File: config.mk
export PLATFORM = sky130hd
export DESIGN_NAME = vlm_regs
export DESIGN_NICKNAME = d
export VERILOG_FILES = /design/src/hw/vlm_pkg.sv /design/src/hw/vlm_sync2.sv /design/src/hw/vlm_lin2fix.sv /design/src/hw/vlm_regs.sv
export SDC_FILE = /design/constraint.sdc
export NUM_CORES = 1
export LEC_CHECK = 0
export ABC_AREA = 1
export CAP_MARGIN = 30
export CORE_ASPECT_RATIO = 0.9
export CORE_MARGIN = 3
export CORE_UTILIZATION = 29
export CTS_BUF_LIST = sky130_fd_sc_hd__clkbuf_8
export DETAILED_ROUTE_END_ITERATION = 10
export DONT_BUFFER_PORTS = 1
export MAX_ROUTING_LAYER = met4
export PLACE_DENSITY_LB_ADDON = 0.12
export SYNTH_ARGS = -nofsm -noshare
export SYNTH_HDL_FRONTEND = slang
export SYNTH_HIERARCHICAL = 1
export SYNTH_SLANG_ARGS = --single-unit
File: constraint.sdc
create_clock -name mclk -period 7.1 [get_ports mclk]
set_input_delay 0.71 -clock mclk [delete_from_list [all_inputs] [get_ports mclk]]
set_output_delay 0.71 -clock mclk [all_outputs]
set_load 0.02 [all_outputs]
File: src/hw/vlm_pkg.sv
// constants for the output-voltage limit, margin, current offset and overvoltage register group
// assumes one 125 MHz clock and a command port fed by the bus slave on the same clock
package vlm_pkg;
    // command codes of this group
    localparam logic [7:0]  CMD_CEILING     = 8'h24;
    localparam logic [7:0]  CMD_MARGIN_HIGH = 8'h25;
    localparam logic [7:0]  CMD_MARGIN_LOW  = 8'h26;
    localparam logic [7:0]  CMD_CAL_OFFSET  = 8'h39;
    localparam logic [7:0]  CMD_OV_ACTION   = 8'h41;
    // reset values and fixed read values
    localparam logic [7:0]  CEILING_RST     = 8'hff;
    localparam logic [7:0]  MARGIN_HIGH_RST = 8'h00;
    localparam logic [7:0]  MARGIN_LOW_RST  = 8'h00;
    localparam logic [15:0] CAL_OFFSET_RST  = 16'h0000;
    localparam logic [7:0]  OV_ACTION_VAL   = 8'h80;
    localparam logic [7:0]  UPPER_ZERO      = 8'h00;
    // field layout of the linear offset
    localparam int          CAL_EXP_MSB     = 15;
    localparam int          CAL_EXP_LSB     = 11;
    localparam int          CAL_MANT_MSB    = 10;
    localparam int          CAL_MANT_LSB    = 0;
    // current telemetry is signed with this many fraction bits (1/16 A)
    localparam int          IOUT_FRAC_BITS  = 4;
    // status bit positions
    localparam int          SB_OTHER        = 0;
    localparam int          SB_VOUT_OV      = 5;
    localparam int          SW_VOUT         = 15;
    localparam int          SV_OV_FAULT     = 7;
    localparam int          SV_MAX_WARN     = 3;
    // operation modes chosen by the operation command
    localparam logic [1:0]  OP_NOMINAL      = 2'h0;
    localparam logic [1:0]  OP_MARGIN_LOW   = 2'h1;
    localparam logic [1:0]  OP_MARGIN_HIGH  = 2'h2;
    // protocol selection by the vendor command
    localparam logic [1:0]  PSEL_STRAP      = 2'h0;
    localparam logic [1:0]  PSEL_FORCE_A    = 2'h1;
    localparam logic [1:0]  PSEL_FORCE_B    = 2'h2;
    // cycles after reset release before the strap is caught
    localparam logic [1:0]  STRAP_WAIT      = 2'h3;
    // power state, one-hot
    typedef enum logic [1:0] {
        ST_RUN    = 2'b01,
        ST_OV_OFF = 2'b10
    } vlm_pwr_e;
endpackage

File: src/hw/vlm_sync2.sv
// two-flop synchroniser for one asynchronous level
// assumes the level is slow against mclk
`timescale 1ns/1ns
module vlm_sync2 (
    input  wire logic mclk,
    input  wire logic sys_rst,
    input  wire logic async_in,
    output logic      sync_out
);
    logic meta; // first stage, read only by the second

    // plain two-stage capture
    always_ff @(posedge mclk or posedge sys_rst) begin
        if (sys_rst) begin
            meta     <= 1'b0;
            sync_out <= 1'b0;
        end else begin
            meta     <= async_in;
            sync_out <= meta;
        end
    end
endmodule

File: src/hw/vlm_lin2fix.sv
// converts a linear-format value (5-bit exponent, 11-bit mantissa) to fixed point
// assumes the result carries vlm_pkg::IOUT_FRAC_BITS fraction bits; pure logic
`timescale 1ns/1ns
module vlm_lin2fix (
    input  wire logic [4:0]  exp_in,
    input  wire logic [10:0] mant_in,
    output logic signed [31:0] fix_out
);
    logic signed [31:0] mant_ext; // sign-extended mantissa
    logic signed [6:0]  shift;    // exponent plus fraction bits, -12..19

    // shift the mantissa by the exponent; bits below 1/16 A are dropped
    always_comb begin
        mant_ext = 32'(signed'(mant_in));
        shift    = 7'(signed'(exp_in)) + 7'(vlm_pkg::IOUT_FRAC_BITS);
        if (shift >= 0) begin
            fix_out = mant_ext <<< shift[4:0];
        end else begin
            fix_out = mant_ext >>> 5'(-shift);
        end
    end
endmodule

File: src/hw/vlm_regs.sv
// command registers for output ceiling, margins, current offset and overvoltage response
// assumes the bus slave presents decoded commands on mclk; analog sense lines are async
`timescale 1ns/1ns
module vlm_regs (
    input  wire logic        mclk,
    input  wire logic        sys_rst,
    input  wire logic [7:0]  cmd_code,
    input  wire logic        cmd_wr,
    input  wire logic        cmd_rd,
    input  wire logic [15:0] cmd_wdata,
    output logic             rsp_valid,
    output logic             rsp_nack,
    output logic [15:0]      rsp_rdata,
    input  wire logic [1:0]  op_mode,
    input  wire logic [7:0]  vout_cmd_vid,
    input  wire logic        ramp_protocol_strap,
    input  wire logic [1:0]  vendor_protocol_select_cmd,
    input  wire logic        ov_detect,
    input  wire logic        fault_clear,
    input  wire logic [15:0] iout_raw,
    output logic [15:0]      iout_report,
    output logic [7:0]       vid_target,
    output logic             vid_protocol,
    output logic             switch_enable,
    output logic [7:0]       status_byte,
    output logic [15:0]      status_word,
    output logic [7:0]       status_vout,
    output logic             host_alert_out,
    output logic             host_alert_oe
);
    logic [7:0]         ceiling;       // output voltage ceiling VID
    logic [7:0]         margin_high;   // margin-high target VID
    logic [7:0]         margin_low;    // margin-low target VID
    logic [15:0]        cal_offset;    // linear current offset
    logic               ov_sync;       // synchronised overvoltage level
    logic               strap_sync;    // synchronised protocol strap
    logic               strap_held;    // strap caught after reset
    logic [1:0]         strap_cnt;     // wait for the synchroniser to fill
    logic               strap_done;    // strap has been caught
    logic signed [31:0] cal_fix;       // offset in 1/16 A
    logic signed [32:0] iout_sum;      // raw plus offset, wide
    logic [7:0]         requested;     // target before the clamp
    logic               over_ceiling;  // requested above ceiling
    logic               code_known;    // command belongs to this group
    logic [15:0]        read_val;      // read mux output
    logic [7:0]         next_byte;     // status byte after set/clear
    logic [7:0]         next_vout;     // vout status after set/clear
    vlm_pkg::vlm_pwr_e  state;         // power state
    vlm_pkg::vlm_pwr_e  next_state;    // power state to come

    vlm_sync2 u_ov_sync (
        .mclk     (mclk),
        .sys_rst  (sys_rst),
        .async_in (ov_detect),
        .sync_out (ov_sync)
    );

    vlm_sync2 u_strap_sync (
        .mclk     (mclk),
        .sys_rst  (sys_rst),
        .async_in (ramp_protocol_strap),
        .sync_out (strap_sync)
    );

    vlm_lin2fix u_cal (
        .exp_in  (cal_offset[vlm_pkg::CAL_EXP_MSB:vlm_pkg::CAL_EXP_LSB]),
        .mant_in (cal_offset[vlm_pkg::CAL_MANT_MSB:vlm_pkg::CAL_MANT_LSB]),
        .fix_out (cal_fix)
    );

    // register writes; only the low byte of a VID word is kept
    always_ff @(posedge mclk or posedge sys_rst) begin
        if (sys_rst) begin
            ceiling     <= vlm_pkg::CEILING_RST;
            margin_high <= vlm_pkg::MARGIN_HIGH_RST;
            margin_low  <= vlm_pkg::MARGIN_LOW_RST;
            cal_offset  <= vlm_pkg::CAL_OFFSET_RST;
        end else if (cmd_wr) begin
            case (cmd_code)
                vlm_pkg::CMD_CEILING: begin
                    ceiling <= cmd_wdata[7:0];
                end
                vlm_pkg::CMD_MARGIN_HIGH: begin
                    margin_high <= cmd_wdata[7:0];
                end
                vlm_pkg::CMD_MARGIN_LOW: begin
                    margin_low <= cmd_wdata[7:0];
                end
                vlm_pkg::CMD_CAL_OFFSET: begin
                    cal_offset <= cmd_wdata;
                end
                default: begin
                    // response register and unknown codes store nothing
                end
            endcase
        end
    end

    // decode and read mux; upper bytes of VID words read zero
    always_comb begin
        code_known = 1'b1;
        case (cmd_code)
            vlm_pkg::CMD_CEILING:     read_val = {vlm_pkg::UPPER_ZERO, ceiling};
            vlm_pkg::CMD_MARGIN_HIGH: read_val = {vlm_pkg::UPPER_ZERO, margin_high};
            vlm_pkg::CMD_MARGIN_LOW:  read_val = {vlm_pkg::UPPER_ZERO, margin_low};
            vlm_pkg::CMD_CAL_OFFSET:  read_val = cal_offset;
            vlm_pkg::CMD_OV_ACTION: begin
                read_val = {vlm_pkg::UPPER_ZERO, vlm_pkg::OV_ACTION_VAL};
            end
            default: begin
                read_val   = 16'h0000;
                code_known = 1'b0;
            end
        endcase
    end

    // one-cycle answer to every read or write; a write to the response
    // register is accepted but has no effect, so the shutdown stays fixed
    always_ff @(posedge mclk or posedge sys_rst) begin
        if (sys_rst) begin
            rsp_valid <= 1'b0;
            rsp_nack  <= 1'b0;
            rsp_rdata <= 16'h0000;
        end else begin
            rsp_valid <= cmd_rd | cmd_wr;
            rsp_nack  <= (cmd_rd | cmd_wr) & ~code_known;
            rsp_rdata <= cmd_rd ? read_val : 16'h0000;
        end
    end

    // catch the strap once the synchroniser holds a settled value;
    // a strap change afterwards is ignored until the next reset
    always_ff @(posedge mclk or posedge sys_rst) begin
        if (sys_rst) begin
            strap_cnt  <= 2'h0;
            strap_done <= 1'b0;
            strap_held <= 1'b0;
        end else if (!strap_done) begin
            strap_cnt <= strap_cnt + 2'h1;
            if (strap_cnt == vlm_pkg::STRAP_WAIT) begin
                strap_done <= 1'b1;
                strap_held <= strap_sync;
            end
        end
    end

    // vendor command overrides the strap when it forces a table
    always_ff @(posedge mclk or posedge sys_rst) begin
        if (sys_rst) begin
            vid_protocol <= 1'b0;
        end else begin
            case (vendor_protocol_select_cmd)
                vlm_pkg::PSEL_FORCE_A: vid_protocol <= 1'b0;
                vlm_pkg::PSEL_FORCE_B: vid_protocol <= 1'b1;
                default:               vid_protocol <= strap_held;
            endcase
        end
    end

    // pick the target by operation mode, then clamp to the ceiling
    always_comb begin
        case (op_mode)
            vlm_pkg::OP_MARGIN_HIGH: requested = margin_high;
            vlm_pkg::OP_MARGIN_LOW:  requested = margin_low;
            default:                 requested = vout_cmd_vid;
        endcase
        over_ceiling = requested > ceiling;
    end

    always_ff @(posedge mclk or posedge sys_rst) begin
        if (sys_rst) begin
            vid_target <= 8'h00;
        end else begin
            vid_target <= over_ceiling ? ceiling : requested;
        end
    end

    // telemetry plus offset, saturated to the signed 16-bit range
    always_comb begin
        iout_sum = 33'(signed'(iout_raw)) + 33'(cal_fix);
    end

    always_ff @(posedge mclk or posedge sys_rst) begin
        if (sys_rst) begin
            iout_report <= 16'h0000;
        end else if (iout_sum > 33'sh0_0000_7fff) begin
            iout_report <= 16'h7fff;
        end else if (iout_sum < -33'sh0_0000_8000) begin
            iout_report <= 16'h8000;
        end else begin
            iout_report <= iout_sum[15:0];
        end
    end

    // power state: an overvoltage latches off with no timed retry
    always_comb begin
        case (state)
            vlm_pkg::ST_RUN: begin
                next_state = ov_sync ? vlm_pkg::ST_OV_OFF : vlm_pkg::ST_RUN;
            end
            vlm_pkg::ST_OV_OFF: begin
                // leave only when software clears and the sense line is quiet
                next_state = (fault_clear && !ov_sync) ? vlm_pkg::ST_RUN
                                                       : vlm_pkg::ST_OV_OFF;
            end
            default: begin
                next_state = vlm_pkg::ST_OV_OFF;
            end
        endcase
    end

    // switching follows the next state so it stops on the detect edge
    always_ff @(posedge mclk or posedge sys_rst) begin
        if (sys_rst) begin
            state         <= vlm_pkg::ST_RUN;
            switch_enable <= 1'b1;
        end else begin
            state         <= next_state;
            switch_enable <= (next_state == vlm_pkg::ST_RUN);
        end
    end

    // sticky status: a set in the clear cycle wins over the clear
    always_comb begin
        next_byte = fault_clear ? 8'h00 : status_byte;
        next_vout = fault_clear ? 8'h00 : status_vout;
        if (ov_sync) begin
            next_byte[vlm_pkg::SB_VOUT_OV]  = 1'b1;
            next_vout[vlm_pkg::SV_OV_FAULT] = 1'b1;
        end
        if (over_ceiling) begin
            next_byte[vlm_pkg::SB_OTHER]    = 1'b1;
            next_vout[vlm_pkg::SV_MAX_WARN] = 1'b1;
        end
    end

    // status outputs and the open-drain alert, which only ever pulls low
    always_ff @(posedge mclk or posedge sys_rst) begin
        if (sys_rst) begin
            status_byte   <= 8'h00;
            status_vout   <= 8'h00;
            status_word   <= 16'h0000;
            host_alert_out <= 1'b0;
            host_alert_oe <= 1'b0;
        end else begin
            status_byte   <= next_byte;
            status_vout   <= next_vout;
            status_word   <= {|next_vout, 7'h00, next_byte};
            host_alert_out <= 1'b0;
            host_alert_oe <= |next_vout;
        end
    end

    property p_ceiling_read;
        @(posedge mclk) disable iff (sys_rst)
        cmd_rd && cmd_code == vlm_pkg::CMD_CEILING
        |=> rsp_valid && rsp_rdata == {8'h00, ceiling};
    endproperty
    a_ceiling_read: assert property (p_ceiling_read)
        else $error("ceiling read wrong or upper byte not zero");

    property p_margin_high;
        @(posedge mclk) disable iff (sys_rst)
        op_mode == vlm_pkg::OP_MARGIN_HIGH && margin_high <= ceiling
        |=> vid_target == $past(margin_high);
    endproperty
    a_margin_high: assert property (p_margin_high)
        else $error("margin high target not applied");

    property p_margin_low;
        @(posedge mclk) disable iff (sys_rst)
        op_mode == vlm_pkg::OP_MARGIN_LOW && margin_low <= ceiling
        |=> vid_target == $past(margin_low);
    endproperty
    a_margin_low: assert property (p_margin_low)
        else $error("margin low target not applied");

    property p_vid_write;
        @(posedge mclk) disable iff (sys_rst)
        cmd_wr && cmd_code == vlm_pkg::CMD_MARGIN_LOW
        ##1 cmd_rd && cmd_code == vlm_pkg::CMD_MARGIN_LOW
        |=> rsp_rdata == {8'h00, $past(cmd_wdata[7:0], 2)};
    endproperty
    a_vid_write: assert property (p_vid_write)
        else $error("VID word not stored right-justified");

    property p_protocol;
        @(posedge mclk) disable iff (sys_rst)
        vendor_protocol_select_cmd == vlm_pkg::PSEL_FORCE_B |=> vid_protocol;
    endproperty
    a_protocol: assert property (p_protocol)
        else $error("forced protocol not selected");

    property p_offset_add;
        @(posedge mclk) disable iff (sys_rst)
        cal_offset[15:11] == 5'h00 && cal_offset[10] == 1'b0
        && iout_raw[15:13] == 3'h0
        |=> iout_report == $past(iout_raw) + {$past(cal_offset[9:0]), 4'h0};
    endproperty
    a_offset_add: assert property (p_offset_add)
        else $error("current offset not added");

    property p_ov_off;
        @(posedge mclk) disable iff (sys_rst)
        ov_sync |=> !switch_enable ##1 !switch_enable;
    endproperty
    a_ov_off: assert property (p_ov_off)
        else $error("switching not stopped on overvoltage");

    property p_ov_status;
        @(posedge mclk) disable iff (sys_rst)
        ov_sync |=> status_byte[5] && status_word[15] && status_vout[7];
    endproperty
    a_ov_status: assert property (p_ov_status)
        else $error("overvoltage status bits not set");

    property p_ov_alert;
        @(posedge mclk) disable iff (sys_rst)
        ov_sync |=> host_alert_oe && !host_alert_out;
    endproperty
    a_ov_alert: assert property (p_ov_alert)
        else $error("alert not pulled on overvoltage");

    property p_no_restart;
        @(posedge mclk) disable iff (sys_rst)
        !switch_enable && !fault_clear |=> !switch_enable;
    endproperty
    a_no_restart: assert property (p_no_restart)
        else $error("output restarted without fault clear");

    property p_clamp;
        @(posedge mclk) disable iff (sys_rst)
        over_ceiling |=> vid_target == $past(ceiling) && status_vout[3]
                         && status_byte[0] && host_alert_oe;
    endproperty
    a_clamp: assert property (p_clamp)
        else $error("over-ceiling request not clamped and flagged");

    property p_ov_action;
        @(posedge mclk) disable iff (sys_rst)
        cmd_rd && cmd_code == vlm_pkg::CMD_OV_ACTION
        |=> rsp_rdata == 16'h0080 && !rsp_nack;
    endproperty
    a_ov_action: assert property (p_ov_action)
        else $error("response register not fixed");
endmodule

# ---- Word level (Yosys, flattened, before mapping)
# Cells that the tools add are included.
dict set report word_totals {
  regBits 120
  inputBits 59
  output_inout_bits 78
  elab_cells 79
}
dict set report classes {
  addsub 4
  n_lt_le_gt_ge 4
  eq_ne 13
  shift 2
  n_mux 20
  bitwise_logic 4
  n_reduce_logical 9
}
# cell n
set op_table {}
lappend op_table {{$pmux W16 S5} 1}
lappend op_table {{$mux W16} 3}
lappend op_table {{$add A16 B32 Y33} 1}
lappend op_table {{$gt A33 B16 Y1 const B} 1}
lappend op_table {{$lt A33 B16 Y1 const B} 1}
lappend op_table {{$eq A8 B6 Y1 const B} 4}
lappend op_table {{$mux W32} 1}
lappend op_table {{$sshl A11 B5 Y32} 1}
lappend op_table {{$sshr A11 B5 Y32} 1}
lappend op_table {{$mux W8} 3}
lappend op_table {{$pmux W8 S2} 1}
lappend op_table {{$reduce_and A2 Y1} 5}
lappend op_table {{$eq A2 B1 Y1 const B} 4}
lappend op_table {{$eq A2 B2 Y1 const B} 4}
lappend op_table {{$eq A8 B7 Y1 const B} 1}
lappend op_table {{$gt A8 B8 Y1} 1}
lappend op_table {{$reduce_or A8 Y1} 1}
lappend op_table {{$mux W1} 7}
lappend op_table {{$add A5 B4 Y6 const B} 1}
lappend op_table {{$ge A6 B1 Y1 const B} 1}
lappend op_table {{$neg A5 Y5} 1}
lappend op_table {{$reduce_or A5 Y1} 1}
lappend op_table {{$mux W2} 2}
lappend op_table {{$pmux W2 S2} 1}
lappend op_table {{7 further kinds} 8}

# ---- Depth between registers and ports, before layout
# Gate-level depths: netlist of run 1.
dict set report depth {
  ltp_word 8
  ltp_mapped 32
  depth_no_buf 30
}

# ---- By module
# The synthesis of run 1 kept the hierarchy.
# module n_inst cells_each area_each_um2 seq_area_each_um2
set modules_own_cells {}
lappend modules_own_cells {vlm_regs 1 1003 7043.0 2539.9}
lappend modules_own_cells {vlm_lin2fix 1 326 1503.9 0.0}
lappend modules_own_cells {vlm_sync2 2 3 53.8 50.0}

# ---- Worst setup path before layout of run 1
# No wires, ideal clock.
dict set report synth_timing {
  kind {register to register}
  start {reg cal_offset[12]}
  end {reg iout_report[10]}
  setup_ps 117
  arrival_time_ps 3613
  required_time_ps 6983
  slack_ps 3370
  path_stages_with_launch 32
  n_path_buf 4
  period_less_slack_ps 3730
  path_cell_list {dfrtp_1 -> inv_2 -> buf_2 -> ha_1 -> buf_2 -> inv_1 -> buf_2 -> nand3_1 -> nand3_1 -> nand3_1 -> nand3_1 -> nand2_1 -> nand2_1 -> nand2_1 -> ha_1 -> inv_1 -> fa_1 -> nor2_1 -> o21ai_0 -> nand2_1 -> nand2_1 -> nand2_1 -> nand2_1 -> nand3_1 -> nand2_1 -> inv_1 -> nand2_1 -> nor2_2 -> nand3_2 -> o21ai_4 -> buf_6 -> nand2_1}
}
dict set report synth_between {
  elab_chain_len 8
  word_cells_on_any_way 11
  classes_between {add/sub (3); order compare (3); shift (2); mux (3)}
}
# item line
set synth_lines {}
lappend synth_lines {{start, declared} vlm_regs.sv:34} ;# logic [15:0] cal_offset;
lappend synth_lines {{start signal, assigned} vlm_regs.sv:77} ;# cal_offset <= vlm_pkg::CAL_OFFSET_RST;
lappend synth_lines {{start signal, assigned} vlm_regs.sv:90} ;# cal_offset <= cmd_wdata;
lappend synth_lines {{$add A5 B4 Y6 (*)} vlm_lin2fix.sv:15} ;# shift = 7'(signed'(exp_in)) + 7'(vlm_pkg::IOUT_FRAC_BITS);
lappend synth_lines {{$neg A5 Y5} vlm_lin2fix.sv:19} ;# fix_out = mant_ext >>> 5'(-shift);
lappend synth_lines {{$sshr A11 B5 Y32} vlm_lin2fix.sv:19}
lappend synth_lines {{$mux W32 (*)} vlm_lin2fix.sv:16} ;# if (shift >= 0) begin
lappend synth_lines {{via cal_fix[0]} vlm_regs.sv:40} ;# logic signed [31:0] cal_fix;
lappend synth_lines {{$add A16 B32 Y33 (*)} vlm_regs.sv:180} ;# iout_sum = 33'(signed'(iout_raw)) + 33'(cal_fix);
lappend synth_lines {{$lt A33 B16 Y1} vlm_regs.sv:188} ;# end else if (iout_sum < -33'sh0_0000_8000) begin
lappend synth_lines {{$mux W16} vlm_regs.sv:188}
lappend synth_lines {{$mux W16 (*)} vlm_regs.sv:186} ;# end else if (iout_sum > 33'sh0_0000_7fff) begin
lappend synth_lines {{end signal, assigned} vlm_regs.sv:191} ;# iout_report <= iout_sum[15:0];
lappend synth_lines {{end, declared} vlm_regs.sv:21} ;# output logic [15:0] iout_report,
# Mark *: on every way through the listed nets, which the timed path passes. The rest lies on a longest branch.
# A chain may end at the register's enable or synchronous reset.

# ---- Worst setup path after layout of run 1
dict set report layout_timing {
  start {reg cal_offset[13]}
  end {reg iout_report[8]}
}
# Same word-level chain as after synthesis.

==> report_table.html, run 1 <==
<table>
<tr><th>Metric</th><th>Value</th></tr>
<tr><th colspan="2">Die</th></tr>
<tr><td>Chip Height</td><td>170 µm</td></tr>
<tr><td>Initial core utilization</td><td>about 30%</td></tr>
<tr><td>Row count</td><td>59</td></tr>
<tr><td>Total die area</td><td>roughly 32000 µm²</td></tr>
<tr><td>Core Footprint</td><td>between 20000 and 30000 µm²</td></tr>
<tr><td>Num ports</td><td>about 140</td></tr>
<tr><td>Width of the die</td><td>188 µm</td></tr>
<tr><th colspan="2">STA</th></tr>
<tr><td>Final clock period utilization by the worst path</td><td>a little under 70%</td></tr>
<tr><td>Final Hold Violating Endpoints</td><td>0</td></tr>
<tr><td>Hold WS</td><td>0.0479 ns</td></tr>
<tr><td>Final sum of negative setup slack</td><td>0 ns</td></tr>
<tr><td>Transition at the pin with the smallest max-transition slack</td><td>slightly below 0.8 ns</td></tr>
<tr><td>Setup repair after global routing missed its margin</td><td>no</td></tr>
<tr><td>Worst clock skew on the final layout</td><td>0.0135 ns</td></tr>
<tr><td>Final worst slack</td><td>~2.2 ns</td></tr>
<tr><td>Rel. slew slack</td><td>a little under half</td></tr>
<tr><td>Setup Viol. Count Final</td><td>0</td></tr>
<tr><td>Max frequency</td><td>205 MHz</td></tr>
<tr><td>Number of max-slew violations in the final report</td><td>0</td></tr>
<tr><td>Min Tclk post-route</td><td>roughly 5 ns</td></tr>
<tr><th colspan="2">Global routing</th></tr>
<tr><td>Antenna violations before repair</td><td>1</td></tr>
<tr><td>Remaining global-route overflow</td><td>0</td></tr>
<tr><td>Via count of the first global-routing pass</td><td>around 8000</td></tr>
<tr><td>First-pass GRT wire length</td><td>approximately 44000 µm</td></tr>
<tr><td>Maximum number of pins on one net before global-route repair</td><td>between 50 and 60</td></tr>
<tr><td>GRT Util Overall</td><td>approximately 18%</td></tr>
<tr><th colspan="2">Logic synthesis</th></tr>
<tr><td>Ys async rst share</td><td>100%</td></tr>
<tr><td>Yosys reg bits</td><td>roughly 110</td></tr>
<tr><td>Main combinational cell family by area after synthesis</td><td>simple AND/OR/NAND/NOR gates</td></tr>
<tr><td>Synth Cell Area</td><td>roughly 8700 µm²</td></tr>
<tr><td>Adder-cell share of the synthesized area</td><td>under 10%</td></tr>
<tr><td>Mapped Cells</td><td>1335</td></tr>
<tr><td>Post-synthesis xor/xnor area fraction</td><td>approximately 1.6%</td></tr>
<tr><td>Average footprint of a synthesized cell</td><td>6.48 µm²</td></tr>
<tr><td>Fraction of the mapped netlist area in simple logic gates</td><td>a little under two fifths</td></tr>
<tr><td>Number of warnings printed during yosys synthesis</td><td>6</td></tr>
<tr><td>Fraction of synthesized area in multiplexers</td><td>0.130%</td></tr>
<tr><td>Cell type contributing the most total cell area after synthesis</td><td>sky130_fd_sc_hd__dfrtp_1</td></tr>
<tr><td>Area fraction in compound gates after synthesis</td><td>between 10 and 15%</td></tr>
<tr><td>Ranking of synthesized cells by area</td><td>sky130_fd_sc_hd__dfrtp_1 27%, sky130_fd_sc_hd__nand2_1 21%, sky130_fd_sc_hd__inv_1 8.0%</td></tr>
<tr><td>Library cells used by synthesis</td><td>48</td></tr>
<tr><td>Most frequent cell after synthesis</td><td>sky130_fd_sc_hd__nand2_1</td></tr>
<tr><td>List of most frequent post-synthesis cells</td><td>481 x sky130_fd_sc_hd__nand2_1, 184 x sky130_fd_sc_hd__inv_1, 121 x sky130_fd_sc_hd__nand3_1</td></tr>
<tr><td>Area share of the largest cell type after synthesis</td><td>a little over a quarter</td></tr>
<tr><td>Ys flop type</td><td>sky130_fd_sc_hd__dfrtp_1</td></tr>
<tr><td>Number of enable flip-flop cells after synthesis</td><td>0</td></tr>
<tr><td>Proportion of synthesized chip area in sequential cells</td><td>around 31%</td></tr>
<tr><th colspan="2">CTS</th></tr>
<tr><td>Clock buffer depth</td><td>2</td></tr>
<tr><td>Post-cts repair resize count</td><td>0</td></tr>
<tr><td>Hold buffer count at cts</td><td>0</td></tr>
<tr><td>Clock-pin slew on the worst setup and hold paths</td><td>around 0.10 ns</td></tr>
<tr><td>Count of clock tree sinks</td><td>roughly 110</td></tr>
<tr><td>Source-to-sink clock delay at the later pin of the worst-skew pair</td><td>between 0.3 and 0.4 ns</td></tr>
<tr><td>H-tree levels</td><td>3</td></tr>
<tr><td>Cell at the root of the clock tree</td><td>sky130_fd_sc_hd__clkbuf_8</td></tr>
<tr><td>CTS Buf Count</td><td>9</td></tr>
<tr><td>Post-CTS setup buffer count</td><td>0</td></tr>
<tr><td>CTS tree</td><td>yes</td></tr>
<tr><th colspan="2">Drt</th></tr>
<tr><td>DR vias</td><td>roughly 8100</td></tr>
<tr><td>Number of nets still failing antenna checks after routing</td><td>0</td></tr>
<tr><td>Drt pass-1 iters</td><td>5</td></tr>
<tr><td>Final Routed Wirelength</td><td>around 28000 µm</td></tr>
<tr><td>Vias per Instance</td><td>4.69</td></tr>
<tr><td>Routed length per instance</td><td>16.1 µm</td></tr>
<tr><td>DRC violations left</td><td>0</td></tr>
<tr><td>Initial DRC Count</td><td>roughly 510</td></tr>
<tr><th colspan="2">Layout</th></tr>
<tr><td>Share of final-layout standard cells stronger than drive strength 1</td><td>6.74%</td></tr>
<tr><td>Growth of design area from synthesis to finish</td><td>5.32%</td></tr>
<tr><td>Number of fillers in the final layout</td><td>around 3300</td></tr>
<tr><td>Final #Nets</td><td>between 1000 and 1500</td></tr>
<tr><th colspan="2">Power and ir drop</th></tr>
<tr><td>Power density over the cells</td><td>286 nW/µm²</td></tr>
<tr><td>Highest ir drop seen on vdd</td><td>0.0955 mV</td></tr>
<tr><td>Static leakage</td><td>~4.8 nW</td></tr>
<tr><td>Total Power</td><td>2.60 mW</td></tr>
<tr><th colspan="2">Place</th></tr>
<tr><td>Worst-case setup slack after placement</td><td>2.25 ns</td></tr>
<tr><td>Final HPWL from detailed placement</td><td>22900 µm</td></tr>
<tr><td>Gp weighted congestion</td><td>between 0.9 and 1</td></tr>
<tr><td>Port buffer count</td><td>0</td></tr>
<tr><th colspan="2">Critical path</th></tr>
<tr><td>Critical Path Start Type</td><td>flip-flop</td></tr>
<tr><td>Crit Reg-Reg Startpoint</td><td>cal_offset[13]</td></tr>
<tr><td>Worst EP arrival</td><td>approximately 5.1 ns</td></tr>
<tr><td>Capturing element type of the critical path</td><td>flip-flop</td></tr>
<tr><td>Startpoint of the worst setup timing path</td><td>cal_offset[13]</td></tr>
<tr><td>Largest fanout on the critical path</td><td>28</td></tr>
<tr><td>Destination of the worst register-to-register timing path</td><td>iout_report[8]</td></tr>
<tr><td>Data required time at the worst endpoint</td><td>7.36 ns</td></tr>
<tr><td>Setup slack of the worst register-to-register path</td><td>2.23 ns</td></tr>
<tr><td>Depth of the most critical reg-to-reg path</td><td>24</td></tr>
<tr><td>Type of the setup path with the least slack</td><td>reg2reg</td></tr>
<tr><th colspan="2">Status</th></tr>
<tr><td>Result of the run</td><td>finished, final reports clean</td></tr>
<tr><th colspan="2">Run</th></tr>
<tr><td>Max-Cap Viols</td><td>0</td></tr>
<tr><th colspan="2">Worst hold path</th></tr>
<tr><td>Hold crit path type</td><td>in2async</td></tr>
</table>
## cell usage in the layout (no fill, tap or decap), types with 4 or more instances in the layout
cell and n:
sky130_fd_sc_hd__nand2_1 481, sky130_fd_sc_hd__a21oi_2 4, sky130_fd_sc_hd__o21ai_1 16, sky130_fd_sc_hd__a21oi_1 32, sky130_fd_sc_hd__o21bai_1 5, sky130_fd_sc_hd__nor2_1 77, sky130_fd_sc_hd__xor2_1 12, sky130_fd_sc_hd__nand4_1 10
sky130_fd_sc_hd__nor2_2 11, sky130_fd_sc_hd__ha_1 49, sky130_fd_sc_hd__dfrtp_1 95, sky130_fd_sc_hd__a221oi_1 8, sky130_fd_sc_hd__nand3_1 121, sky130_fd_sc_hd__dfstp_2 10, sky130_fd_sc_hd__inv_1 184, sky130_fd_sc_hd__nand2_2 10
sky130_fd_sc_hd__o211ai_1 7, sky130_fd_sc_hd__nor4_1 4, sky130_fd_sc_hd__inv_2 15, sky130_fd_sc_hd__o21ai_0 79, sky130_fd_sc_hd__clkbuf_8 9, sky130_fd_sc_hd__conb_1 20, sky130_fd_sc_hd__a221o_1 8, sky130_fd_sc_hd__nor3_1 11
## metal layers
metal / GRT usage (%) / share of wire, % / vias up
met5: - / 0 / -
met4: 2.94 / 0.98 / 0
met3: 3.56 / 5.3 / 14
met2: 27.1 / 43 / 206
met1: 25.3 / 51 / 3669
li1: - / - / 4166
## registers in the layout (all words and copies together) (netlist names), 2 cells and up
name / flops
vid_target: 8
cal_offset: 16
state: 2
status_vout: 8
ceiling: 8
rsp_rdata: 16
margin_low: 8
margin_high: 8
iout_report: 16
strap_cnt: 2
status_byte: 2
## layout make-up
| type | count | area (µm²) | share of cell area (%) |
|---|---|---|---|
| multi-input cells | 997 | 5010 | 54.9 |
| flip-flops and latches | 105 | 2640 | 29.0 |
| inverters | 199 | 749 | 8.22 |
| well taps | 396 | 495 | 5.44 |
| clock buffers | 9 | 124 | 1.36 |
| clock inverters | 7 | 68.8 | 0.755 |
| repair buffers | 3 | 26.3 | 0.288 |
| diodes | 1 | 2.50 | 0.0275 |
## worst max-delay path, cell delays in order (launching register included)
cell	delay, ns
sky130_fd_sc_hd__dfrtp_1	0.63
sky130_fd_sc_hd__ha_1	0.76
sky130_fd_sc_hd__inv_2	0.33
sky130_fd_sc_hd__nand2_1	0.15
sky130_fd_sc_hd__nand2_1	0.13
sky130_fd_sc_hd__nor2_4	0.20
sky130_fd_sc_hd__nand2_1	0.11
sky130_fd_sc_hd__nand2_1	0.14
sky130_fd_sc_hd__nand2_1	0.06
sky130_fd_sc_hd__o21ai_0	0.14
sky130_fd_sc_hd__ha_1	0.37
sky130_fd_sc_hd__nand2_1	0.13
sky130_fd_sc_hd__nand3_2	0.15
sky130_fd_sc_hd__nand2_1	0.09
sky130_fd_sc_hd__nand2_1	0.09
sky130_fd_sc_hd__nand2_1	0.09
sky130_fd_sc_hd__nand2_1	0.12
sky130_fd_sc_hd__nand2_1	0.09
sky130_fd_sc_hd__nand2_1	0.09
sky130_fd_sc_hd__nor2_1	0.13
sky130_fd_sc_hd__nand2_1	0.07
sky130_fd_sc_hd__nor2_2	0.11
sky130_fd_sc_hd__nand3_2	0.10
sky130_fd_sc_hd__o21ai_4	0.33
sky130_fd_sc_hd__nand2_1	0.11
## power breakdown
part / switching, mW / total [mW] / internal, mW
Clock: 0.214 / 0.377 / 0.163
Combinational: 0.986 / 1.42 / 0.434
Sequential: 0.128 / 0.808 / 0.680
Total: 1.33 / 2.60 / 1.28
## through the flow
| stage | utilization, % | cells | area (µm²) |
|---|---|---|---|
| 2_1_floorplan | - | 1354 | 8730 |
| 3_3_place_gp | 30.5 | 1698 | 8900 |
| 3_5_place_dp | 30.6 | 1700 | 8920 |
| 4_1_cts | 31.3 | 1716 | 9110 |
| 5_1_grt | 31.3 | 1717 | 9110 |
| 6_report | 31.3 | 1717 | 9110 |
## kinds of logic after synthesis
family | Yosys count
AOI/OAI and AO/OA | 165
and+or+nand+nor | 746
other | 1
muxes | 1
DFF | 105
buffers and inverters | 252
adders and majority gates | 50
xor gates and xnor gates | 15
## how the worst max path moves through the flow
| stage | slack (ns) | end |
|---|---|---|
| floorplan | 3.37 | iout_report[10] |
| CTS | 2.21 | iout_report[8] |
| global placement | 2.29 | iout_report[2] |
| global route | 1.59 | iout_report[2] |
| detailed placement | 2.25 | iout_report[8] |
| finish | 2.23 | iout_report[8] |
Power figures use the tool's default switching activity.
==> run 2: changes to the inputs <==
==> constraint.sdc (replaced) <==
create_clock -name mclk -period 4.7 [get_ports mclk]
set_input_delay 0.47 -clock mclk [delete_from_list [all_inputs] [get_ports mclk]]
set_output_delay 0.47 -clock mclk [all_outputs]
set_load 0.02 [all_outputs]
==> report_table.html, run 2 (synthesis results as in run 1) <==
<table>
<tr><th>Metric</th><th>Value</th></tr>
<tr><th colspan="2">Die</th></tr>
<tr><td>Chip Height</td><td>170 µm (unchanged)</td></tr>
<tr><td>Row count</td><td>59 (unchanged)</td></tr>
<tr><td>Initial core utilization</td><td>29.7% (unchanged)</td></tr>
<tr><td>Total die area</td><td>32000 µm² (unchanged)</td></tr>
<tr><td>Num ports</td><td>137 (unchanged)</td></tr>
<tr><td>Core Footprint</td><td>29200 µm² (unchanged)</td></tr>
<tr><td>Width of the die</td><td>188 µm (unchanged)</td></tr>
<tr><th colspan="2">CTS</th></tr>
<tr><td>Count of clock tree sinks</td><td>105 (unchanged)</td></tr>
<tr><td>CTS tree</td><td>yes (unchanged)</td></tr>
<tr><td>H-tree levels</td><td>3 (unchanged)</td></tr>
<tr><td>Post-CTS setup buffer count</td><td>0 (unchanged)</td></tr>
<tr><td>Clock-pin slew on the worst setup and hold paths</td><td>0.11 ns (was 0.10 ns)</td></tr>
<tr><td>Source-to-sink clock delay at the later pin of the worst-skew pair</td><td>0.39 ns (about the same)</td></tr>
<tr><td>CTS Buf Count</td><td>9 (unchanged)</td></tr>
<tr><td>Clock buffer depth</td><td>2 (unchanged)</td></tr>
<tr><td>Cell at the root of the clock tree</td><td>sky130_fd_sc_hd__clkbuf_8 (unchanged)</td></tr>
<tr><th colspan="2">Place</th></tr>
<tr><td>Cell total after placement</td><td>1707 (was 1700)</td></tr>
<tr><td>Final HPWL from detailed placement</td><td>22700 µm (was 22900 µm)</td></tr>
<tr><td>Worst-case setup slack after placement</td><td>0.477 ns (was 2.25 ns)</td></tr>
<tr><td>Gp weighted congestion</td><td>0.908 (was 0.909)</td></tr>
<tr><td>Port buffer count</td><td>0 (unchanged)</td></tr>
<tr><th colspan="2">Power and ir drop</th></tr>
<tr><td>Logic pwr share</td><td>53.4% (was 54.5%)</td></tr>
<tr><td>Sequential share of power</td><td>29.9% (was 31.0%)</td></tr>
<tr><td>Power spent charging and discharging nets</td><td>2.00 mW (was 1.33 mW)</td></tr>
<tr><td>Power density over the cells</td><td>438 nW/µm² (was 286 nW/µm²)</td></tr>
<tr><td>Total Power</td><td>4.05 mW (was 2.60 mW)</td></tr>
<tr><td>Static leakage</td><td>4.84 nW (was 4.77 nW)</td></tr>
<tr><td>Switching share of total power</td><td>49.3% (was 51.0%)</td></tr>
<tr><td>Clock Power Share</td><td>16.7% (was 14.5%)</td></tr>
<tr><td>Highest ir drop seen on vdd</td><td>0.194 mV (was 0.0955 mV)</td></tr>
<tr><td>Internal Pwr Total</td><td>2.05 mW (was 1.28 mW)</td></tr>
<tr><th colspan="2">Layout</th></tr>
<tr><td>Top library cells by usage in the layout, fill and taps aside</td><td>481 x sky130_fd_sc_hd__nand2_1, 183 x sky130_fd_sc_hd__inv_1, 121 x sky130_fd_sc_hd__nand3_1, 95 x sky130_fd_sc_hd__dfrtp_1, 79 x sky130_fd_sc_hd__o21ai_0 (was 481 x sky130_fd_sc_hd__nand2_1, 184 x sky130_fd_sc_hd__inv_1, 121 x sky130_fd_sc_hd__nand3_1, 95 x sky130_fd_sc_hd__dfrtp_1, 79 x sky130_fd_sc_hd__o21ai_0)</td></tr>
<tr><td>Largest registers</td><td>cal_offset x16, iout_report x16, rsp_rdata x16 (unchanged)</td></tr>
<tr><td>Share of final-layout standard cells stronger than drive strength 1</td><td>7.30% (was 6.74%)</td></tr>
<tr><td>Non-filler instance count after layout</td><td>1724 (was 1717)</td></tr>
<tr><td>Final #Nets</td><td>1432 (was 1424)</td></tr>
<tr><td>Antenna Cells</td><td>0 (was 1)</td></tr>
<tr><td>Number of fillers in the final layout</td><td>3273 (was 3330)</td></tr>
<tr><td>Most frequent standard cell in the layout excluding fill and tap cells</td><td>sky130_fd_sc_hd__nand2_1 (unchanged)</td></tr>
<tr><td>Growth of design area from synthesis to finish</td><td>6.84% (was 5.32%)</td></tr>
<tr><th colspan="2">STA</th></tr>
<tr><td>Number of max-slew violations in the final report</td><td>0 (unchanged)</td></tr>
<tr><td>Final worst slack</td><td>0.492 ns (was 2.23 ns)</td></tr>
<tr><td>Final sum of negative setup slack</td><td>0 ns (unchanged)</td></tr>
<tr><td>Rel. slew slack</td><td>45.5% (was 46.9%)</td></tr>
<tr><td>Final Hold Violating Endpoints</td><td>0 (unchanged)</td></tr>
<tr><td>Max frequency</td><td>238 MHz (was 205 MHz)</td></tr>
<tr><td>Min Tclk post-route</td><td>4.21 ns (was 4.87 ns)</td></tr>
<tr><td>Setup Viol. Count Final</td><td>0 (unchanged)</td></tr>
<tr><td>Hold WS</td><td>0.0983 ns (was 0.0479 ns)</td></tr>
<tr><td>Final clock period utilization by the worst path</td><td>89.5% (was 68.5%)</td></tr>
<tr><td>Transition at the pin with the smallest max-transition slack</td><td>0.813 ns (was 0.794 ns)</td></tr>
<tr><td>Setup repair after global routing missed its margin</td><td>no (unchanged)</td></tr>
<tr><td>Worst clock skew on the final layout</td><td>0.0168 ns (was 0.0135 ns)</td></tr>
<tr><th colspan="2">Drt</th></tr>
<tr><td>DR vias</td><td>8012 (was 8055)</td></tr>
<tr><td>Drt pass-1 iters</td><td>7 (was 5)</td></tr>
<tr><td>Number of nets still failing antenna checks after routing</td><td>0 (unchanged)</td></tr>
<tr><td>Vias per Instance</td><td>4.65 (was 4.69)</td></tr>
<tr><td>Routed length per instance</td><td>15.9 µm (was 16.1 µm)</td></tr>
<tr><td>Initial DRC Count</td><td>645 (was 514)</td></tr>
<tr><td>DRC violations left</td><td>0 (unchanged)</td></tr>
<tr><td>Final Routed Wirelength</td><td>27400 µm (was 27700 µm)</td></tr>
<tr><th colspan="2">Run</th></tr>
<tr><td>Max-Cap Viols</td><td>0 (unchanged)</td></tr>
<tr><th colspan="2">Global routing</th></tr>
<tr><td>Met2 Use GR</td><td>25.9% (was 27.1%)</td></tr>
<tr><td>Global routing's busiest layer</td><td>met2 (unchanged)</td></tr>
<tr><td>GRT Util Overall</td><td>17.7% (was 17.9%)</td></tr>
<tr><td>Met1 usage in global routing</td><td>25.8% (was 25.3%)</td></tr>
<tr><td>Remaining global-route overflow</td><td>0 (unchanged)</td></tr>
<tr><td>Via count of the first global-routing pass</td><td>7672 (was 7897)</td></tr>
<tr><td>Met3 demand-to-capacity share in global routing</td><td>3.11% (was 3.56%)</td></tr>
<tr><td>First-pass GRT wire length</td><td>43200 µm (was 44000 µm)</td></tr>
<tr><td>Maximum number of pins on one net before global-route repair</td><td>46 (was 56)</td></tr>
<tr><td>Antenna violations before repair</td><td>0 (was 1)</td></tr>
<tr><th colspan="2">Critical path</th></tr>
<tr><td>Crit path largest cell delay</td><td>0.47 ns (was 0.76 ns)</td></tr>
<tr><td>Depth of the most critical reg-to-reg path</td><td>29 (was 24)</td></tr>
<tr><td>Data required time at the worst endpoint</td><td>5.02 ns (was 7.36 ns)</td></tr>
<tr><td>Most used cell along the critical path</td><td>sky130_fd_sc_hd__nand2_1 (unchanged)</td></tr>
<tr><td>Slowest library cell on the worst path</td><td>sky130_fd_sc_hd__dfrtp_1 (was sky130_fd_sc_hd__ha_1)</td></tr>
<tr><td>Critical Path Start Type</td><td>flip-flop (unchanged)</td></tr>
<tr><td>Largest fanout on the critical path</td><td>20 (was 28)</td></tr>
<tr><td>Type of the setup path with the least slack</td><td>reg2reg (unchanged)</td></tr>
<tr><td>Capturing element type of the critical path</td><td>flip-flop (unchanged)</td></tr>
<tr><td>Worst EP arrival</td><td>4.53 ns (was 5.12 ns)</td></tr>
<tr><th colspan="2">Status</th></tr>
<tr><td>Result of the run</td><td>finished, final reports clean (unchanged)</td></tr>
<tr><th colspan="2">Worst hold path</th></tr>
<tr><td>Hold Path Depth</td><td>0</td></tr>
<tr><td>Hold crit path type</td><td>in2reg (was in2async)</td></tr>
</table>
## run 2: cell types whose count changed in the layout (fill, tap and decap cells not counted), sizes merged
cell / before / now
bufinv: 1 / 3
diode: 1 / 0
clkinv: 2 / 1
dlygate4sd3: 0 / 1
clkinvlp: 1 / 0
buf: 3 / 10
## run 2: final cells by class
class	instances	area, µm²	share of cell area [%]
multi-input combinational	997	5010	54.2
sequential	105	2640	28.6
inverter	199	749	8.11
tap	396	495	5.36
clock buffer	9	124	1.34
clock inverter	7	116	1.26
timing repair buffer	11	113	1.22
## run 2: worst paths after layout
path	startpoint	endpoint	slack, ns
worst min-delay path	ov_detect	u_ov_sync/meta	0.1
max in group asynchronous	sys_rst	ceiling[4]	3.03
worst min register to register	u_ov_sync/meta	u_ov_sync/sync_out	0.36
worst max-delay path	cal_offset[13]	iout_report[5]	0.49
worst max register to register	cal_offset[13]	iout_report[5]	0.49
min in group asynchronous	sys_rst	u_ov_sync/meta	0.46
## run 2: power groups by stage
stage / Sequential (mW) / Combinational [mW] / Clock (mW)
floorplan: 1.20 / 1.64 / 0
global placement: 1.24 / 2.16 / 0
detailed placement: 1.24 / 2.15 / 0
CTS: 1.22 / 2.16 / 0.704
global route: 1.23 / 2.48 / 0.737
finish: 1.21 / 2.16 / 0.674
## run 2: metal layers
layer  part of all wire, %  up-vias
li1                      -     4177
met1                    51     3598
met2                    42      221
met3                   5.8       16
met4                   1.0        0
met5                     0        -
## run 2: repair_timing
action,CTS,global route
gates resized for setup,0,1
hold buffers,1,0
setup endpoints to repair,0,10
hold endpoints to repair,29,0
## run 2: per-stage QoR
| stage | utilization (%) | area [µm²] |
|---|---|---|
| global route | 31.7 | 9250 |
| finish | 31.7 | 9250 |
| global placement | 30.7 | 8950 |
| detailed placement | 30.9 | 9000 |
| floorplan | - | 8730 |
| CTS | 31.7 | 9250 |
## run 2: worst max-delay path: cells and delay by family (launching register included)
kind | cells | cell delay [ns]
DFF | 1 | 0.47
buffers and inverters | 4 | 0.67
adders and majority gates | 2 | 0.62
and+or+nand+nor | 22 | 2.21
AOI/OAI and AO/OA | 1 | 0.11
==> run 3: changes to the inputs <==
--- a/config.mk
+++ b/config.mk
@@ -9,12 +9,13 @@
 export CAP_MARGIN = 30
 export CORE_ASPECT_RATIO = 0.9
 export CORE_MARGIN = 3
-export CORE_UTILIZATION = 29
+export CORE_UTILIZATION = 67
 export CTS_BUF_LIST = sky130_fd_sc_hd__clkbuf_8
 export DETAILED_ROUTE_END_ITERATION = 10
 export DONT_BUFFER_PORTS = 1
 export MAX_ROUTING_LAYER = met4
 export PLACE_DENSITY_LB_ADDON = 0.12
+export SLEW_MARGIN = 20
 export SYNTH_ARGS = -nofsm -noshare
 export SYNTH_HDL_FRONTEND = slang
 export SYNTH_HIERARCHICAL = 1
==> report_table.html, run 3 (synthesis results as in run 1) <==
<table>
<tr><th>Metric</th><th>Value</th></tr>
<tr><th colspan="2">Status</th></tr>
<tr><td>Result of the run</td><td>finished, final reports clean (unchanged)</td></tr>
<tr><th colspan="2">CTS</th></tr>
<tr><td>CTS tree</td><td>yes (unchanged)</td></tr>
<tr><td>Clock buffer depth</td><td>2 (unchanged)</td></tr>
<tr><td>CTS Buf Count</td><td>9 (unchanged)</td></tr>
<tr><td>Count of clock tree sinks</td><td>105 (unchanged)</td></tr>
<tr><td>Post-CTS setup buffer count</td><td>0 (unchanged)</td></tr>
<tr><td>Clock-pin slew on the worst setup and hold paths</td><td>0.11 ns (about the same)</td></tr>
<tr><td>Source-to-sink clock delay at the later pin of the worst-skew pair</td><td>0.37 ns (was 0.39 ns)</td></tr>
<tr><td>H-tree levels</td><td>3 (unchanged)</td></tr>
<tr><td>Cell at the root of the clock tree</td><td>sky130_fd_sc_hd__clkbuf_8 (unchanged)</td></tr>
<tr><th colspan="2">Layout</th></tr>
<tr><td>Share of final-layout standard cells stronger than drive strength 1</td><td>7.39% (was 7.30%)</td></tr>
<tr><td>Final #Nets</td><td>1431 (was 1432)</td></tr>
<tr><td>Seq. cell area</td><td>2640 µm² (unchanged)</td></tr>
<tr><td>Most frequent standard cell in the layout excluding fill and tap cells</td><td>sky130_fd_sc_hd__nand2_1 (unchanged)</td></tr>
<tr><td>Non-filler instance count after layout</td><td>1488 (was 1724)</td></tr>
<tr><td>Number of fillers in the final layout</td><td>1092 (was 3273)</td></tr>
<tr><td>Top library cells by usage in the layout, fill and taps aside</td><td>481 x sky130_fd_sc_hd__nand2_1, 183 x sky130_fd_sc_hd__inv_1, 121 x sky130_fd_sc_hd__nand3_1, 95 x sky130_fd_sc_hd__dfrtp_1, 79 x sky130_fd_sc_hd__o21ai_0 (unchanged)</td></tr>
<tr><td>Area of the multi-input gates</td><td>5020 µm² (was 5010 µm²)</td></tr>
<tr><td>Largest registers</td><td>cal_offset x16, iout_report x16, rsp_rdata x16 (unchanged)</td></tr>
<tr><td>Growth of design area from synthesis to finish</td><td>2.70% (was 6.84%)</td></tr>
<tr><th colspan="2">STA</th></tr>
<tr><td>Number of max-slew violations in the final report</td><td>0 (unchanged)</td></tr>
<tr><td>Setup repair after global routing missed its margin</td><td>no (unchanged)</td></tr>
<tr><td>Max frequency</td><td>229 MHz (was 238 MHz)</td></tr>
<tr><td>Rel. slew slack</td><td>51.1% (was 45.5%)</td></tr>
<tr><td>Final Hold Violating Endpoints</td><td>0 (unchanged)</td></tr>
<tr><td>Final worst slack</td><td>0.335 ns (was 0.492 ns)</td></tr>
<tr><td>Min Tclk post-route</td><td>4.37 ns (was 4.21 ns)</td></tr>
<tr><td>Transition at the pin with the smallest max-transition slack</td><td>0.730 ns (was 0.813 ns)</td></tr>
<tr><td>Final clock period utilization by the worst path</td><td>92.9% (was 89.5%)</td></tr>
<tr><td>Worst clock skew on the final layout</td><td>0.0150 ns (was 0.0168 ns)</td></tr>
<tr><td>Setup Viol. Count Final</td><td>0 (unchanged)</td></tr>
<tr><td>Final sum of negative setup slack</td><td>0 ns (unchanged)</td></tr>
<tr><th colspan="2">Drt</th></tr>
<tr><td>Vias per Instance</td><td>5.74 (was 4.65)</td></tr>
<tr><td>Initial DRC Count</td><td>1228 (was 645)</td></tr>
<tr><td>DRC violations left</td><td>0 (unchanged)</td></tr>
<tr><td>Routed length per instance</td><td>16.4 µm (was 15.9 µm)</td></tr>
<tr><td>DR vias</td><td>8541 (was 8012)</td></tr>
<tr><td>Final Routed Wirelength</td><td>24400 µm (was 27400 µm)</td></tr>
<tr><td>Drt pass-1 iters</td><td>6 (was 7)</td></tr>
<tr><td>Number of nets still failing antenna checks after routing</td><td>0 (unchanged)</td></tr>
<tr><th colspan="2">Die</th></tr>
<tr><td>Initial core utilization</td><td>70.3% (was 29.7%)</td></tr>
<tr><td>Num ports</td><td>137 (unchanged)</td></tr>
<tr><td>Chip Height</td><td>114 µm (was 170 µm)</td></tr>
<tr><td>Total die area</td><td>14300 µm² (was 32000 µm²)</td></tr>
<tr><td>Width of the die</td><td>126 µm (was 188 µm)</td></tr>
<tr><td>Core Footprint</td><td>12300 µm² (was 29200 µm²)</td></tr>
<tr><td>Row count</td><td>38 (was 59)</td></tr>
<tr><th colspan="2">Power and ir drop</th></tr>
<tr><td>Power density over the cells</td><td>435 nW/µm² (was 438 nW/µm²)</td></tr>
<tr><td>Highest ir drop seen on vdd</td><td>0.214 mV (was 0.194 mV)</td></tr>
<tr><td>Internal Pwr Total</td><td>1.89 mW (was 2.05 mW)</td></tr>
<tr><td>Power spent charging and discharging nets</td><td>1.97 mW (was 2.00 mW)</td></tr>
<tr><td>Logic pwr share</td><td>55.2% (was 53.4%)</td></tr>
<tr><td>Switching share of total power</td><td>51.0% (was 49.3%)</td></tr>
<tr><td>Sequential share of power</td><td>31.5% (was 29.9%)</td></tr>
<tr><td>Clock Power Share</td><td>13.3% (was 16.7%)</td></tr>
<tr><td>Static leakage</td><td>4.79 nW (was 4.84 nW)</td></tr>
<tr><th colspan="2">Place</th></tr>
<tr><td>Final HPWL from detailed placement</td><td>19700 µm (was 22700 µm)</td></tr>
<tr><td>Gp weighted congestion</td><td>1.01 (was 0.908)</td></tr>
<tr><td>Worst-case setup slack after placement</td><td>0.443 ns (was 0.477 ns)</td></tr>
<tr><td>Port buffer count</td><td>0 (unchanged)</td></tr>
<tr><td>Cell total after placement</td><td>1469 (was 1707)</td></tr>
<tr><th colspan="2">Global routing</th></tr>
<tr><td>Remaining global-route overflow</td><td>0 (unchanged)</td></tr>
<tr><td>GRT Util Overall</td><td>35.0% (was 17.7%)</td></tr>
<tr><td>Via count of the first global-routing pass</td><td>7846 (was 7672)</td></tr>
<tr><td>Maximum number of pins on one net before global-route repair</td><td>76 (was 46)</td></tr>
<tr><td>Antenna violations before repair</td><td>1 (was 0)</td></tr>
<tr><td>First-pass GRT wire length</td><td>39300 µm (was 43200 µm)</td></tr>
<tr><th colspan="2">Critical path</th></tr>
<tr><td>Worst EP arrival</td><td>4.61 ns (was 4.53 ns)</td></tr>
<tr><td>Data required time at the worst endpoint</td><td>4.94 ns (was 5.02 ns)</td></tr>
<tr><td>Depth of the most critical reg-to-reg path</td><td>26 (was 29)</td></tr>
<tr><td>Largest fanout on the critical path</td><td>19 (was 20)</td></tr>
<tr><td>Critical Path Start Type</td><td>flip-flop (unchanged)</td></tr>
<tr><td>Type of the setup path with the least slack</td><td>reg2reg (unchanged)</td></tr>
<tr><td>Capturing element type of the critical path</td><td>flip-flop (unchanged)</td></tr>
<tr><th colspan="2">Worst hold path</th></tr>
<tr><td>Hold crit path type</td><td>in2reg (unchanged)</td></tr>
<tr><td>Hold Path Depth</td><td>0 (unchanged)</td></tr>
<tr><th colspan="2">Run</th></tr>
<tr><td>Max-Cap Viols</td><td>0 (unchanged)</td></tr>
</table>
[run 3: power by group through the flow]
stage | Clock, mW | Combinational (mW) | Sequential, mW
2_1_floorplan | 0 | 1.64 | 1.20
3_3_place_gp | 0 | 2.03 | 1.23
3_5_place_dp | 0 | 2.07 | 1.24
4_1_cts | 0.517 | 2.08 | 1.22
5_1_grt | 0.559 | 2.42 | 1.23
6_report | 0.514 | 2.13 | 1.22
[run 3: final cells by class]
cell class	instances	area share, %
Multi-Input combinational cell	997	56.5
Clock inverter	7	0.619
Sequential cell	105	29.7
Timing Repair Buffer	10	1.10
Tap cell	160	2.25
Inverter	199	8.43
Antenna cell	1	0.0282
Clock buffer	9	1.39
[run 3: worst max-delay path: stages (launching register included)]
cell,delay (ns)
sky130_fd_sc_hd__dfrtp_1,0.53
sky130_fd_sc_hd__ha_1,0.49
sky130_fd_sc_hd__inv_2,0.19
sky130_fd_sc_hd__nand2_1,0.11
sky130_fd_sc_hd__nand2_1,0.13
sky130_fd_sc_hd__nand3_1,0.11
sky130_fd_sc_hd__nand3_1,0.09
sky130_fd_sc_hd__nand2_1,0.08
sky130_fd_sc_hd__nand2_1,0.05
sky130_fd_sc_hd__nand2_1,0.15
sky130_fd_sc_hd__ha_1,0.27
sky130_fd_sc_hd__inv_1,0.08
sky130_fd_sc_hd__fa_1,0.43
sky130_fd_sc_hd__nor2_1,0.15
sky130_fd_sc_hd__o21ai_0,0.09
sky130_fd_sc_hd__nand2_1,0.12
sky130_fd_sc_hd__nand2_1,0.09
sky130_fd_sc_hd__nand2_1,0.13
sky130_fd_sc_hd__nand2_1,0.08
sky130_fd_sc_hd__nand3_1,0.07
sky130_fd_sc_hd__nand2_1,0.07
sky130_fd_sc_hd__inv_1,0.05
sky130_fd_sc_hd__nand2_1,0.05
sky130_fd_sc_hd__nor2_2,0.09
sky130_fd_sc_hd__nand3_2,0.09
sky130_fd_sc_hd__o21ai_4,0.33
sky130_fd_sc_hd__nand2_1,0.11
[run 3: stage by stage]
stage | hold slack, ns | total power, mW | area, µm² | utilization, %
finish | 0.114 | 3.87 | 8890 | 72.2
global route | 0.0908 | 4.21 | 8890 | 72.2
CTS | 0.106 | 3.82 | 8850 | 71.8
detailed placement | 0.218 | 3.31 | 8660 | 70.3
global placement | 0.213 | 3.26 | 8660 | 70.3
floorplan | 0.211 | 2.85 | 8730 | -
[run 3: final timing paths]
path                                     start                     to  slack, ns
setup reg to reg                cal_offset[13]         iout_report[1]       0.33
hold / removal             ramp_protocol_strap      u_strap_sync/meta       0.11
hold reg to reg              u_strap_sync/meta  u_strap_sync/sync_out       0.37
min in group asynchronous              sys_rst  u_strap_sync/sync_out       0.47
max in group asynchronous              sys_rst             ceiling[2]       3.16
setup / recovery                cal_offset[13]         iout_report[1]       0.33
[run 3: layer usage]
| layer | routed length [µm] | GRT usage, % | vias to the layer above |
|---|---|---|---|
| li1 | - | - | 4184 |
| met1 | 10500 | 47.5 | 3856 |
| met2 | 10900 | 54.3 | 453 |
| met3 | 2440 | 6.84 | 48 |
| met4 | 571 | 9.29 | 0 |
| met5 | 0 | - | - |
[run 3: repair_timing]
| action | 4_1_cts | 5_1_grt |
|---|---|---|
| endpoints found under the hold margin | 28 | 0 |
| gates resized for setup | 0 | 3 |
| hold buffers | 1 | 0 |
| setup endpoints to repair | 0 | 15 |
